===== src/cfbe_decode.sv =====
// Package of shared constants and the opcode decoder for the conditional branch unit.
`timescale 1ns/100ps
`default_nettype none

package cfbe_pkg;
  // Upper byte of each conditional branch word; the offset sits in the low byte.
  localparam logic [7:0] CFBE_OPC_NOT_ZERO = 8'he1;
  localparam logic [7:0] CFBE_OPC_NO_OVF   = 8'he5;
  localparam logic [7:0] CFBE_OPC_NOT_NEG  = 8'he7;
  // Offset literal width and the range of n that it spans.
  localparam int         CFBE_OFS_W        = 8;
  localparam int         CFBE_OFS_MIN      = -128;
  localparam int         CFBE_OFS_MAX      = 127;
  // Program counter width, in byte addresses.
  localparam int         CFBE_PC_W_DEF     = 21;
  // Bytes per program word, added to the branch address on fall-through.
  localparam int         CFBE_WORD_BYTES   = 2;
  // Phase codes of the four-phase instruction cycle.
  localparam logic [1:0] CFBE_PH_Q1        = 2'h0;
  localparam logic [1:0] CFBE_PH_Q2        = 2'h1;
  localparam logic [1:0] CFBE_PH_Q3        = 2'h2;
  localparam logic [1:0] CFBE_PH_Q4        = 2'h3;

  typedef enum logic {
    CFBE_RUN   = 1'b0,
    CFBE_FLUSH = 1'b1
  } cfbe_state_t;

  typedef enum logic [1:0] {
    CFBE_BR_NONE = 2'b00,
    CFBE_BR_NZ   = 2'b01,
    CFBE_BR_NOV  = 2'b10,
    CFBE_BR_NN   = 2'b11
  } cfbe_br_t;

  function automatic cfbe_br_t cfbe_classify(input logic [7:0] opc);
    cfbe_br_t k;
    k = CFBE_BR_NONE;
    if (opc == CFBE_OPC_NOT_ZERO) begin
      k = CFBE_BR_NZ;
    end else if (opc == CFBE_OPC_NO_OVF) begin
      k = CFBE_BR_NOV;
    end else if (opc == CFBE_OPC_NOT_NEG) begin
      k = CFBE_BR_NN;
    end
    return k;
  endfunction : cfbe_classify
endpackage : cfbe_pkg

module cfbe_decode
  import cfbe_pkg::*;
(
  // Instruction upper byte.
  input  wire logic [7:0] i_opc,
  // Status flags.
  input  wire logic       i_flag_n,
  input  wire logic       i_flag_ov,
  input  wire logic       i_flag_z,
  // Decode result.
  output cfbe_pkg::cfbe_br_t o_kind,
  output logic            o_take
);
  always_comb begin
    o_kind = cfbe_classify(i_opc);
    case (o_kind)
      CFBE_BR_NZ:  o_take = ~i_flag_z;
      CFBE_BR_NOV: o_take = ~i_flag_ov;
      CFBE_BR_NN:  o_take = ~i_flag_n;
      default:     o_take = 1'b0;
    endcase
  end
endmodule : cfbe_decode

`default_nettype wire


===== src/cfbe_branch_exec.sv =====
// Execution of the single-word conditional relative branches of the core.
// Functional notes
// - No-overflow branch is taken only while the overflow flag is zero.
// - Taken target is incremented PC plus twice the signed offset.
// - Offset is 8-bit two's complement, -128 to 127, doubled before adding.
// - One word; one instruction cycle if not taken, two if taken.
// - Q1 decode, Q2 read offset, Q3 process, Q4 write PC; second cycle idle.
// - Not-zero branch jumps when zero flag is 0, else falls to address plus 2.
// - Not taken leaves PC at the next word, two bytes past the branch.
// - Not-negative branch, upper byte e7, taken only while negative flag is zero.
// - Not-negative branch uses the same offset arithmetic as the others.
`timescale 1ns/100ps
`default_nettype none

module cfbe_branch_exec #(
  parameter int PC_W = cfbe_pkg::CFBE_PC_W_DEF
) (
  // Clock and reset.
  input  wire logic            I_CLK_SYS,
  input  wire logic            I_SYS_RST,
  // Fetched instruction and the already advanced program counter.
  input  wire logic [15:0]     I_INSTR_WORD,
  input  wire logic            I_INSTR_VALID,
  input  wire logic [PC_W-1:0] I_PC_INCR,
  // Status flags from the ALU.
  input  wire logic            I_FLAG_N,
  input  wire logic            I_FLAG_OV,
  input  wire logic            I_FLAG_Z,
  // Program counter update.
  output logic [PC_W-1:0]      O_PC_NEXT,
  output logic                 O_PC_WRITE,
  // Cycle timing.
  output logic [1:0]           O_QPHASE,
  output logic                 O_NOP_CYCLE,
  output logic                 O_BRANCH_SEEN
);
  import cfbe_pkg::*;

  if (PC_W < 10 || PC_W > 32) begin : g_bad_pc_w
    $error("PC_W must lie between 10 and 32");
  end

  // The offset is widened by sign, then shifted once, so the word grid is kept.
  function automatic logic [PC_W-1:0] dbl_ofs(input logic [CFBE_OFS_W-1:0] n);
    logic [PC_W:0] t;
    t = {{(PC_W-CFBE_OFS_W){n[CFBE_OFS_W-1]}}, n, 1'b0};
    return t[PC_W-1:0];
  endfunction : dbl_ofs

  cfbe_br_t            dec_kind;
  logic                dec_take;
  logic [1:0]          ph_q,       ph_d;
  cfbe_state_t         st_q,       st_d;
  cfbe_br_t            kind_q,     kind_d;
  logic                take_q,     take_d;
  logic [7:0]          lit_q,      lit_d;
  logic [7:0]          off_q,      off_d;
  logic [PC_W-1:0]     pc_next_q,  pc_next_d;
  logic                pc_wr_q,    pc_wr_d;
  logic                nop_q,      nop_d;
  logic                seen_q,     seen_d;

  cfbe_decode u_decode (
    .i_opc     (I_INSTR_WORD[15:8]),
    .i_flag_n  (I_FLAG_N),
    .i_flag_ov (I_FLAG_OV),
    .i_flag_z  (I_FLAG_Z),
    .o_kind    (dec_kind),
    .o_take    (dec_take)
  );

  always_comb begin
    ph_d      = ph_q + 2'h1;
    st_d      = st_q;
    kind_d    = kind_q;
    take_d    = take_q;
    lit_d     = lit_q;
    off_d     = off_q;
    pc_next_d = pc_next_q;
    pc_wr_d   = 1'b0;
    nop_d     = nop_q;
    seen_d    = seen_q;
    case (ph_q)
      CFBE_PH_Q1: begin
        // Flags are sampled at decode; the previous instruction wrote them in its Q4.
        if (st_q == CFBE_RUN && I_INSTR_VALID) begin
          kind_d = dec_kind;
          take_d = dec_take;
          lit_d  = I_INSTR_WORD[7:0];
        end else begin
          // The idle second cycle of a taken branch ignores the fetched word.
          kind_d = CFBE_BR_NONE;
          take_d = 1'b0;
        end
        seen_d = (st_q == CFBE_RUN) && I_INSTR_VALID && (dec_kind != CFBE_BR_NONE);
      end
      CFBE_PH_Q2: begin
        off_d = lit_q;
      end
      CFBE_PH_Q3: begin
        if (kind_q != CFBE_BR_NONE && take_q) begin
          pc_next_d = I_PC_INCR + dbl_ofs(off_q);
          pc_wr_d   = 1'b1;
        end else begin
          pc_next_d = I_PC_INCR;
        end
      end
      default: begin
        // Q4 ends the instruction cycle; a taken branch buys one idle cycle.
        seen_d = 1'b0;
        nop_d  = pc_wr_q;
        st_d   = pc_wr_q ? CFBE_FLUSH : CFBE_RUN;
      end
    endcase
  end

  always_ff @(posedge I_CLK_SYS) begin
    if (I_SYS_RST) begin
      ph_q      <= CFBE_PH_Q1;
      st_q      <= CFBE_RUN;
      kind_q    <= CFBE_BR_NONE;
      take_q    <= 1'b0;
      lit_q     <= 8'h00;
      off_q     <= 8'h00;
      pc_next_q <= '0;
      pc_wr_q   <= 1'b0;
      nop_q     <= 1'b0;
      seen_q    <= 1'b0;
    end else begin
      ph_q      <= ph_d;
      st_q      <= st_d;
      kind_q    <= kind_d;
      take_q    <= take_d;
      lit_q     <= lit_d;
      off_q     <= off_d;
      pc_next_q <= pc_next_d;
      pc_wr_q   <= pc_wr_d;
      nop_q     <= nop_d;
      seen_q    <= seen_d;
    end
  end

  // No flag output exists: none of these branches can touch the status bits.
  assign O_PC_NEXT     = pc_next_q;
  assign O_PC_WRITE    = pc_wr_q;
  assign O_QPHASE      = ph_q;
  assign O_NOP_CYCLE   = nop_q;
  assign O_BRANCH_SEEN = seen_q;
endmodule : cfbe_branch_exec

`default_nettype wire


===== config.mk =====
export PLATFORM = sky130hd
export DESIGN_NAME = cfbe_branch_exec
export DESIGN_NICKNAME = d
export VERILOG_FILES = /design/src/cfbe_decode.sv /design/src/cfbe_branch_exec.sv
export SDC_FILE = /design/constraint.sdc
export NUM_CORES = 1
export LEC_CHECK = 0
export BUFFER_PORTS_ARGS = -buffer_cell sky130_fd_sc_hd__buf_4
export CAP_MARGIN = 20
export CORE_MARGIN = 8
export CORE_UTILIZATION = 45
export DETAILED_ROUTE_END_ITERATION = 8
export PLACE_DENSITY_LB_ADDON = 0.25
export SYNTH_ARGS = -nofsm -noshare
export SYNTH_HDL_FRONTEND = slang
export SYNTH_SLANG_ARGS = --single-unit

===== constraint.sdc =====
create_clock -name I_CLK_SYS -period 3.2 [get_ports I_CLK_SYS]
set_input_delay 0.32 -clock I_CLK_SYS [delete_from_list [all_inputs] [get_ports I_CLK_SYS]]
set_output_delay 0.32 -clock I_CLK_SYS [all_outputs]
set_load 0.1 [all_outputs]

==> summary.md, run 1 <==
| Metric | Value |
|---|---|
| Endpoints failing setup | 0 |
| Htree depth | 2 |
| Layout fillers | 594 |
| NetSw | 0.000546 W |
| Detailed Place HPWL | 5710 um |
| Post_cts resized | 0 |
| Number of flops mapped to enable cells by yosys | 0 |
| Setup TNS Final | 0 ps |
| Initial antenna violation count | 0 |
| Mapped Cells | 348 |
| Number of buffers created by CTS | 5 |
| Largest net degree at the start of global routing | 43 |
| Rows | 29 |
| Top FF cell, synth | dfxtp_1 |
| Setup Crit Path Kind | register to register |
| GRT Total Usage | 0.161 |
| CTS tree | built |
| Startpoint types | register |
| Cell leakage power | 1.61 nW |
| Reg clk slew, reported paths | 90 ps |
| Die Footprint | 0.00930 mm2 |
| Min cycle time layout | 2340 ps |
| Antenna Nets Post-Route | 0 |
| Vias in the first global route | around 2600 |
| Share of cells above drive strength 1 | 0.230 |
| Cell with the most instances after synthesis | nor2_1 |
| Worst hold slack | 252 ps |
| Slew @ Worst Pin | 787 ps |
| Die width | a little under 100 um |
| First-pass GRT wire length | 12100 um |
| Met3 WL post-DR | approximately 530 um |
| CP max FO | 7 |
| RePlAce Congestion | 0.877 |
| Design Power | 0.00153 W |
| WL met1 | 3430 um |
| Layout net count | 475 |
| Max Clock Freq | approximately 430 MHz |
| Die height | 96.4 um |
| MaxCap Viol Count | 0 |
| Worst setup margin | 858 ps |
| Hold Crit Class | input pin to register |
| Max-slew headroom | 0.475 |
| Num ports | 69 |
| Initial Util | 0.461 |
| Sw Ratio | 0.357 |
| Period utilization | 0.732 |
| Number of DRC markers in iteration 0 | 127 |
| DRT Pass-1 Iters | 4 |
| Skew-Pair Late Insertion Delay | 300 ps |
| Synth area leader | dfxtp_1 |
| Seq cells post-synth | 45 |
| Fin. max-slew vios | 0 |
| Clock Skews | 5.05 ps |
| Count of cell types in the netlist | 62 |
| Met2 wire length | 3430 um |
| Sequential share of the synthesized area | 0.310 |
| Via count | around 2700 |
| Finished Core Util | 0.563 |
| DR WL/cell | between 15 and 20 um |
| Sink Count | 45 |
| Postcts setup bufs | 0 |
| RSZ-0062 raised after global routing | false |
| Net count after synthesis | between 400 and 500 |
| Ys async rst share | 0 |
| P&R area growth vs syn | 22.1% |
| # DRC | 0 |
| Core region area | 0.00631 mm2 |
| Top layer in use | met4 |
| Avg Vias per Cell | about 5.5 |
| Synth top cells by count | 47 x nor2_1, 45 x dfxtp_1, 36 x nand2_1 |
| # port buffers | 68 |
| Clock buffer depth | 2 |
| Ys Warns | 0 |
| Final hold violation count | 0 |
| Status | finished, final reports clean |
| Worst setup EP type | register |
| Comb power frac | 0.313 |
| GRT overflow | 0 |
| Dpl ws | 869 ps |
| Clk pwr share | 0.285 |
| Reg power frac | 0.402 |
| Worst vdd ir | 0.000303 V |
| Hold-fix buffer count after cts | 0 |
| Yosys top cell area share | 0.310 |
| Ant diodes | 0 |
| WP data required | between 3000 and 4000 ps |
| Post-synthesis cell area | 0.00291 mm2 |
| Crit path DAT | 2570 ps |
| Pwr/cell area | 430 mW/mm2 |
| Post-Syn Area per Cell | 8.36 um2 |
| CTS root buffer | clkbuf_8 |
| Drt total wl | 7460 um |
| Int Pwr | approximately 0.001 W |
| Synth top area cells | dfxtp_1 31%, ha_1 9.9%, mux2i_1 6.5% |
## critical path: stages (launching register included)
cell and delay (ps):
dfxtp_1 450, ha_1 340, a21oi_1 250, a21boi_0 270, nor3_1 90, a311oi_1 320, o31ai_2 170, xnor2_1 160
a211oi_2 210
## logic make-up (layout without fill, tap and decap cells)
group                      count (synthesis)  after routing  share of synthesized area
muxes                                     20             20                     0.0692
and+or+nand+nor                          120            120                      0.190
adders and majority gates                 24             24                      0.106
buffers and inverters                     32             93                     0.0546
xor gates and xnor gates                  15             15                     0.0451
AOI/OAI and AO/OA                         92             92                      0.225
DFF                                       45             45                      0.310
## layout by cell type (no fill, tap or decap), types with 8 or more instances in the layout
| cell | Yosys | routed |
|---|---|---|
| buf_4 | 3 | 73 |
| nor2_1 | 47 | 47 |
| dfxtp_1 | 45 | 45 |
| nand2_1 | 36 | 36 |
| a21oi_1 | 25 | 25 |
| ha_1 | 23 | 23 |
| mux2i_1 | 19 | 19 |
| o21ai_0 | 14 | 14 |
| inv_1 | 12 | 12 |
| a311oi_1 | 10 | 10 |
| xnor2_1 | 10 | 10 |
| nand3_1 | 8 | 8 |
## final cells by class
class / instances / area [um2] / area share
clock buffers: 6 / 72.6 / 0.0204
clock inverters: 2 / 38.8 / 0.0109
inverters: 12 / 45.0 / 0.0127
multi-input cells: 271 / 1850 / 0.521
flip-flops and latches: 45 / 901 / 0.254
well taps: 77 / 96.3 / 0.0271
repair buffers: 73 / 548 / 0.154
## path summary, 6_finish.rpt
kind	to	startpoint	slack [ps]	depth (start not counted)
worst max-delay path	O_PC_NEXT[15]	off_q[7]	860	8
worst min-delay path	lit_q[4]	I_INSTR_WORD[4]	250	3
worst max register to register	O_PC_NEXT[15]	off_q[7]	860	8
worst min register to register	O_PC_NEXT[3]	O_PC_NEXT[3]	490	2
## registers in the layout (all words and copies together) (netlist names)
name and cells:
O_BRANCH_SEEN 1, O_PC_NEXT 21, lit_q 8, off_q 8, O_PC_WRITE 1, st_q 1
take_q 1, O_QPHASE 2, kind_q 2
## power groups by stage
stage | combinational [W] | sequential [W] | clock (W)
2_1_floorplan | 0.000183 | 0.000798 | 0
3_5_place_dp | 0.000479 | 0.000627 | 0
3_3_place_gp | 0.000477 | 0.000626 | 0
6_report | 0.000479 | 0.000614 | 0.000436
4_1_cts | 0.000481 | 0.000614 | 0.000449
5_1_grt | 0.000513 | 0.000618 | 0.000466
## per-stage QoR
stage | area, um2 | cells
after global placement | 3440 | 478
after floorplan | 2910 | 348
after detailed placement | 3440 | 478
after CTS | 3550 | 486
after global routing | 3550 | 486
final | 3550 | 486
## layer usage
layer | GRT usage | vias up
met5 | 0 | -
met4 | 0.0404 | 0
met3 | 0.0425 | 7
met2 | 0.264 | 63
met1 | 0.206 | 1220
li1 | - | 1372
(Power assumes the default switching activity.)
==> inputs of run 2 (changes only) <==
clock period = 2.15 ns   (was 3.2 ns; I/O delays follow)
==> summary.md, run 2 (synthesized netlist as in run 1, its figures left out) <==
| Metric | Value |
|---|---|
| Status | finished, final reports clean |
| # port buffers | approximately 70 |
| Drt total wl | 8150 um |
| Post-DP Area | between 0.003 and 0.004 mm2 |
| CTS root buffer | clkbuf_8 |
| Htree depth | 2 |
| Worst setup margin | between 1.5 and 2 ps |
| WP depth | 11 |
| Worst setup EP type | register |
| First-pass GRT wire length | 13200 um |
| Finished Core Util | 0.606 |
| Die width | 96.4 um |
| Commonest non-fill, non-tap cell in the layout | buf_4 |
| WP data required | 2410 ps |
| Startpoint types | register |
| CP max FO | 4 |
| GRT Total Usage | 0.178 |
| Max Clock Freq | 466 MHz |
| Layout net count | roughly 490 |
| Slew @ Worst Pin | 655 ps |
| Number of DRC markers in iteration 0 | 149 |
| Layout fillers | 583 |
| CP delay by family, top | compound AO/OA/AOI/OAI gates |
| Endpoints failing setup | 0 |
| Sink Count | 45 |
| Initial Util | 0.461 |
| Placed cells | 495 |
| Pwr/cell area | 586 mW/mm2 |
| P&R area growth vs syn | 31.6% |
| Dpl ws | -138 ps |
| Final Cell Area | 0.00383 mm2 |
| Ant diodes | 0 |
| Clock buffer depth | 2 |
| Largest net degree at the start of global routing | 32 |
| Worst path buffer plus inverter count | 2 |
| Skew-Pair Late Insertion Delay | ~300 ps |
| Die Footprint | 0.00930 mm2 |
| Core region area | 0.00631 mm2 |
| Reg clk slew, reported paths | 100 ps |
| # DRC | 0 |
| GRT overflow | 0 |
| Hold-fix buffer count after cts | 0 |
| Die height | around 96 um |
| Most frequent cells in the layout | 90 x buf_4, 47 x nor2_1, 41 x dfxtp_1 |
| Share of cells above drive strength 1 | 0.322 |
| Period utilization | 0.999 |
| Via count | 2813 |
| DRT Pass-1 Iters | 4 |
| Final hold violation count | 0 |
| Max reg flops | 21 |
| Initial antenna violation count | 0 |
| Antenna Nets Post-Route | 0 |
| Rows | 29 |
| Crit path DAT | 2400 ps |
| Setup Crit Path Kind | register to register |
| Worst reg2reg endpoint | O_PC_NEXT[9] |
| Num ports | 69 |
| Vias in the first global route | 2834 |
| Worst vdd ir | 0.000526 V |
| MaxCap Viol Count | 0 |
| Reg-to-Reg Start | off_q[0] |
| Max incr delay on CP | 370 ps |
| Clock Skews | ~3.8 ps |
| RSZ-0062 raised after global routing | true |
| Min cycle time layout | 2150 ps |
| CP endpoint | O_PC_NEXT[9] |
| R2R Setup Slk | 2 ps |
| Hold Crit Class | input pin to register |
| Number of buffers created by CTS | 5 |
| CTS tree | built |
| Max-slew headroom | 0.557 |
| Final Non-Filler Cells | 505 |
| CP cell instances | ha_4 -> inv_2 -> fa_2 -> nand2b_4 -> a21oi_4 -> a211oi_4 -> o21bai_2 -> buf_6 -> xnor2_2 -> o211ai_1 -> o211a_1 |
| Worst setup startpoint | off_q[0] |
| Avg Vias per Cell | about 5.6 |
| Slowest stage cell, crit path | a211oi_4 |
| Reg2reg path depth | 11 |
| Fin. max-slew vios | 0 |
| Detailed Place HPWL | 6220 um |
| RePlAce Congestion | about 0.90 |
| Cell leakage power | 1.72 nW |
| DR WL/cell | between 15 and 20 um |
-- run 2: cell count changes in the layout (fill, tap and decap cells not counted), sizes merged --
cell / change
clkbuf: -1
buf: +19
bufinv: -1
inv: +1
clkinvlp: +1
-- run 2: tightest hold or removal path, cell delays in order --
cell	delay, ps
buf_4	80
mux2i_1	50
nor2_1	70
-- run 2: power breakdown --
part / leakage (nW) / total (W) / switching, W / internal [W]
Sequential: 0.369 / 0.000914 / 0.0000305 / 0.000883
Clock: 0.0445 / 0.000559 / 0.000328 / 0.000231
Combinational: 1.31 / 0.000770 / 0.000507 / 0.000263
Total: 1.72 / 0.00224 / 0.000865 / 0.00138
-- run 2: timing repair --
item,CTS,global route
pin swaps,5,11
endpoints found under the setup margin,5,9
buffers inserted,1,1
hold endpoints to repair,0,0
resized for setup,4,29
-- run 2: layout make-up --
cell class | count | area (um2) | area share
multi-input combinational | 271 | 1990 | 0.520
inverter | 12 | 45.0 | 0.0118
clock inverter | 3 | 21.3 | 0.00556
sequential | 45 | 908 | 0.237
timing repair buffer | 92 | 698 | 0.182
tap | 77 | 96.3 | 0.0252
clock buffer | 5 | 68.8 | 0.0180
-- run 2: through the flow --
step                hold WS, ps  TNS, ps  total power [W]
finish                      135        0          0.00224
detailed placement          445     -338          0.00167
global route                139     -330          0.00234
CTS                         134        0          0.00223
global placement            441    -81.9          0.00167
floorplan                   354        0          0.00146
-- run 2: how the worst min path moves through the flow --
stage	from	to	slack, ps	depth (start not counted)
after floorplan	I_INSTR_WORD[10]	kind_q[1]	350	2
after detailed placement	O_QPHASE[0]	O_QPHASE[0]	440	1
after global placement	O_QPHASE[0]	O_QPHASE[0]	440	1
after CTS	I_INSTR_WORD[5]	lit_q[5]	130	3
final	I_INSTR_WORD[5]	lit_q[5]	140	3
after global routing	I_INSTR_WORD[1]	lit_q[1]	140	3
-- run 2: layer usage --
metal / wire, um / vias to the layer above / track usage
met5: 0 / - / 0
met4: 150 / 0 / 0.0504
met3: 517 / 14 / 0.0402
met2: 3830 / 74 / 0.303
met1: 3650 / 1322 / 0.219
li1: - / 1403 / -
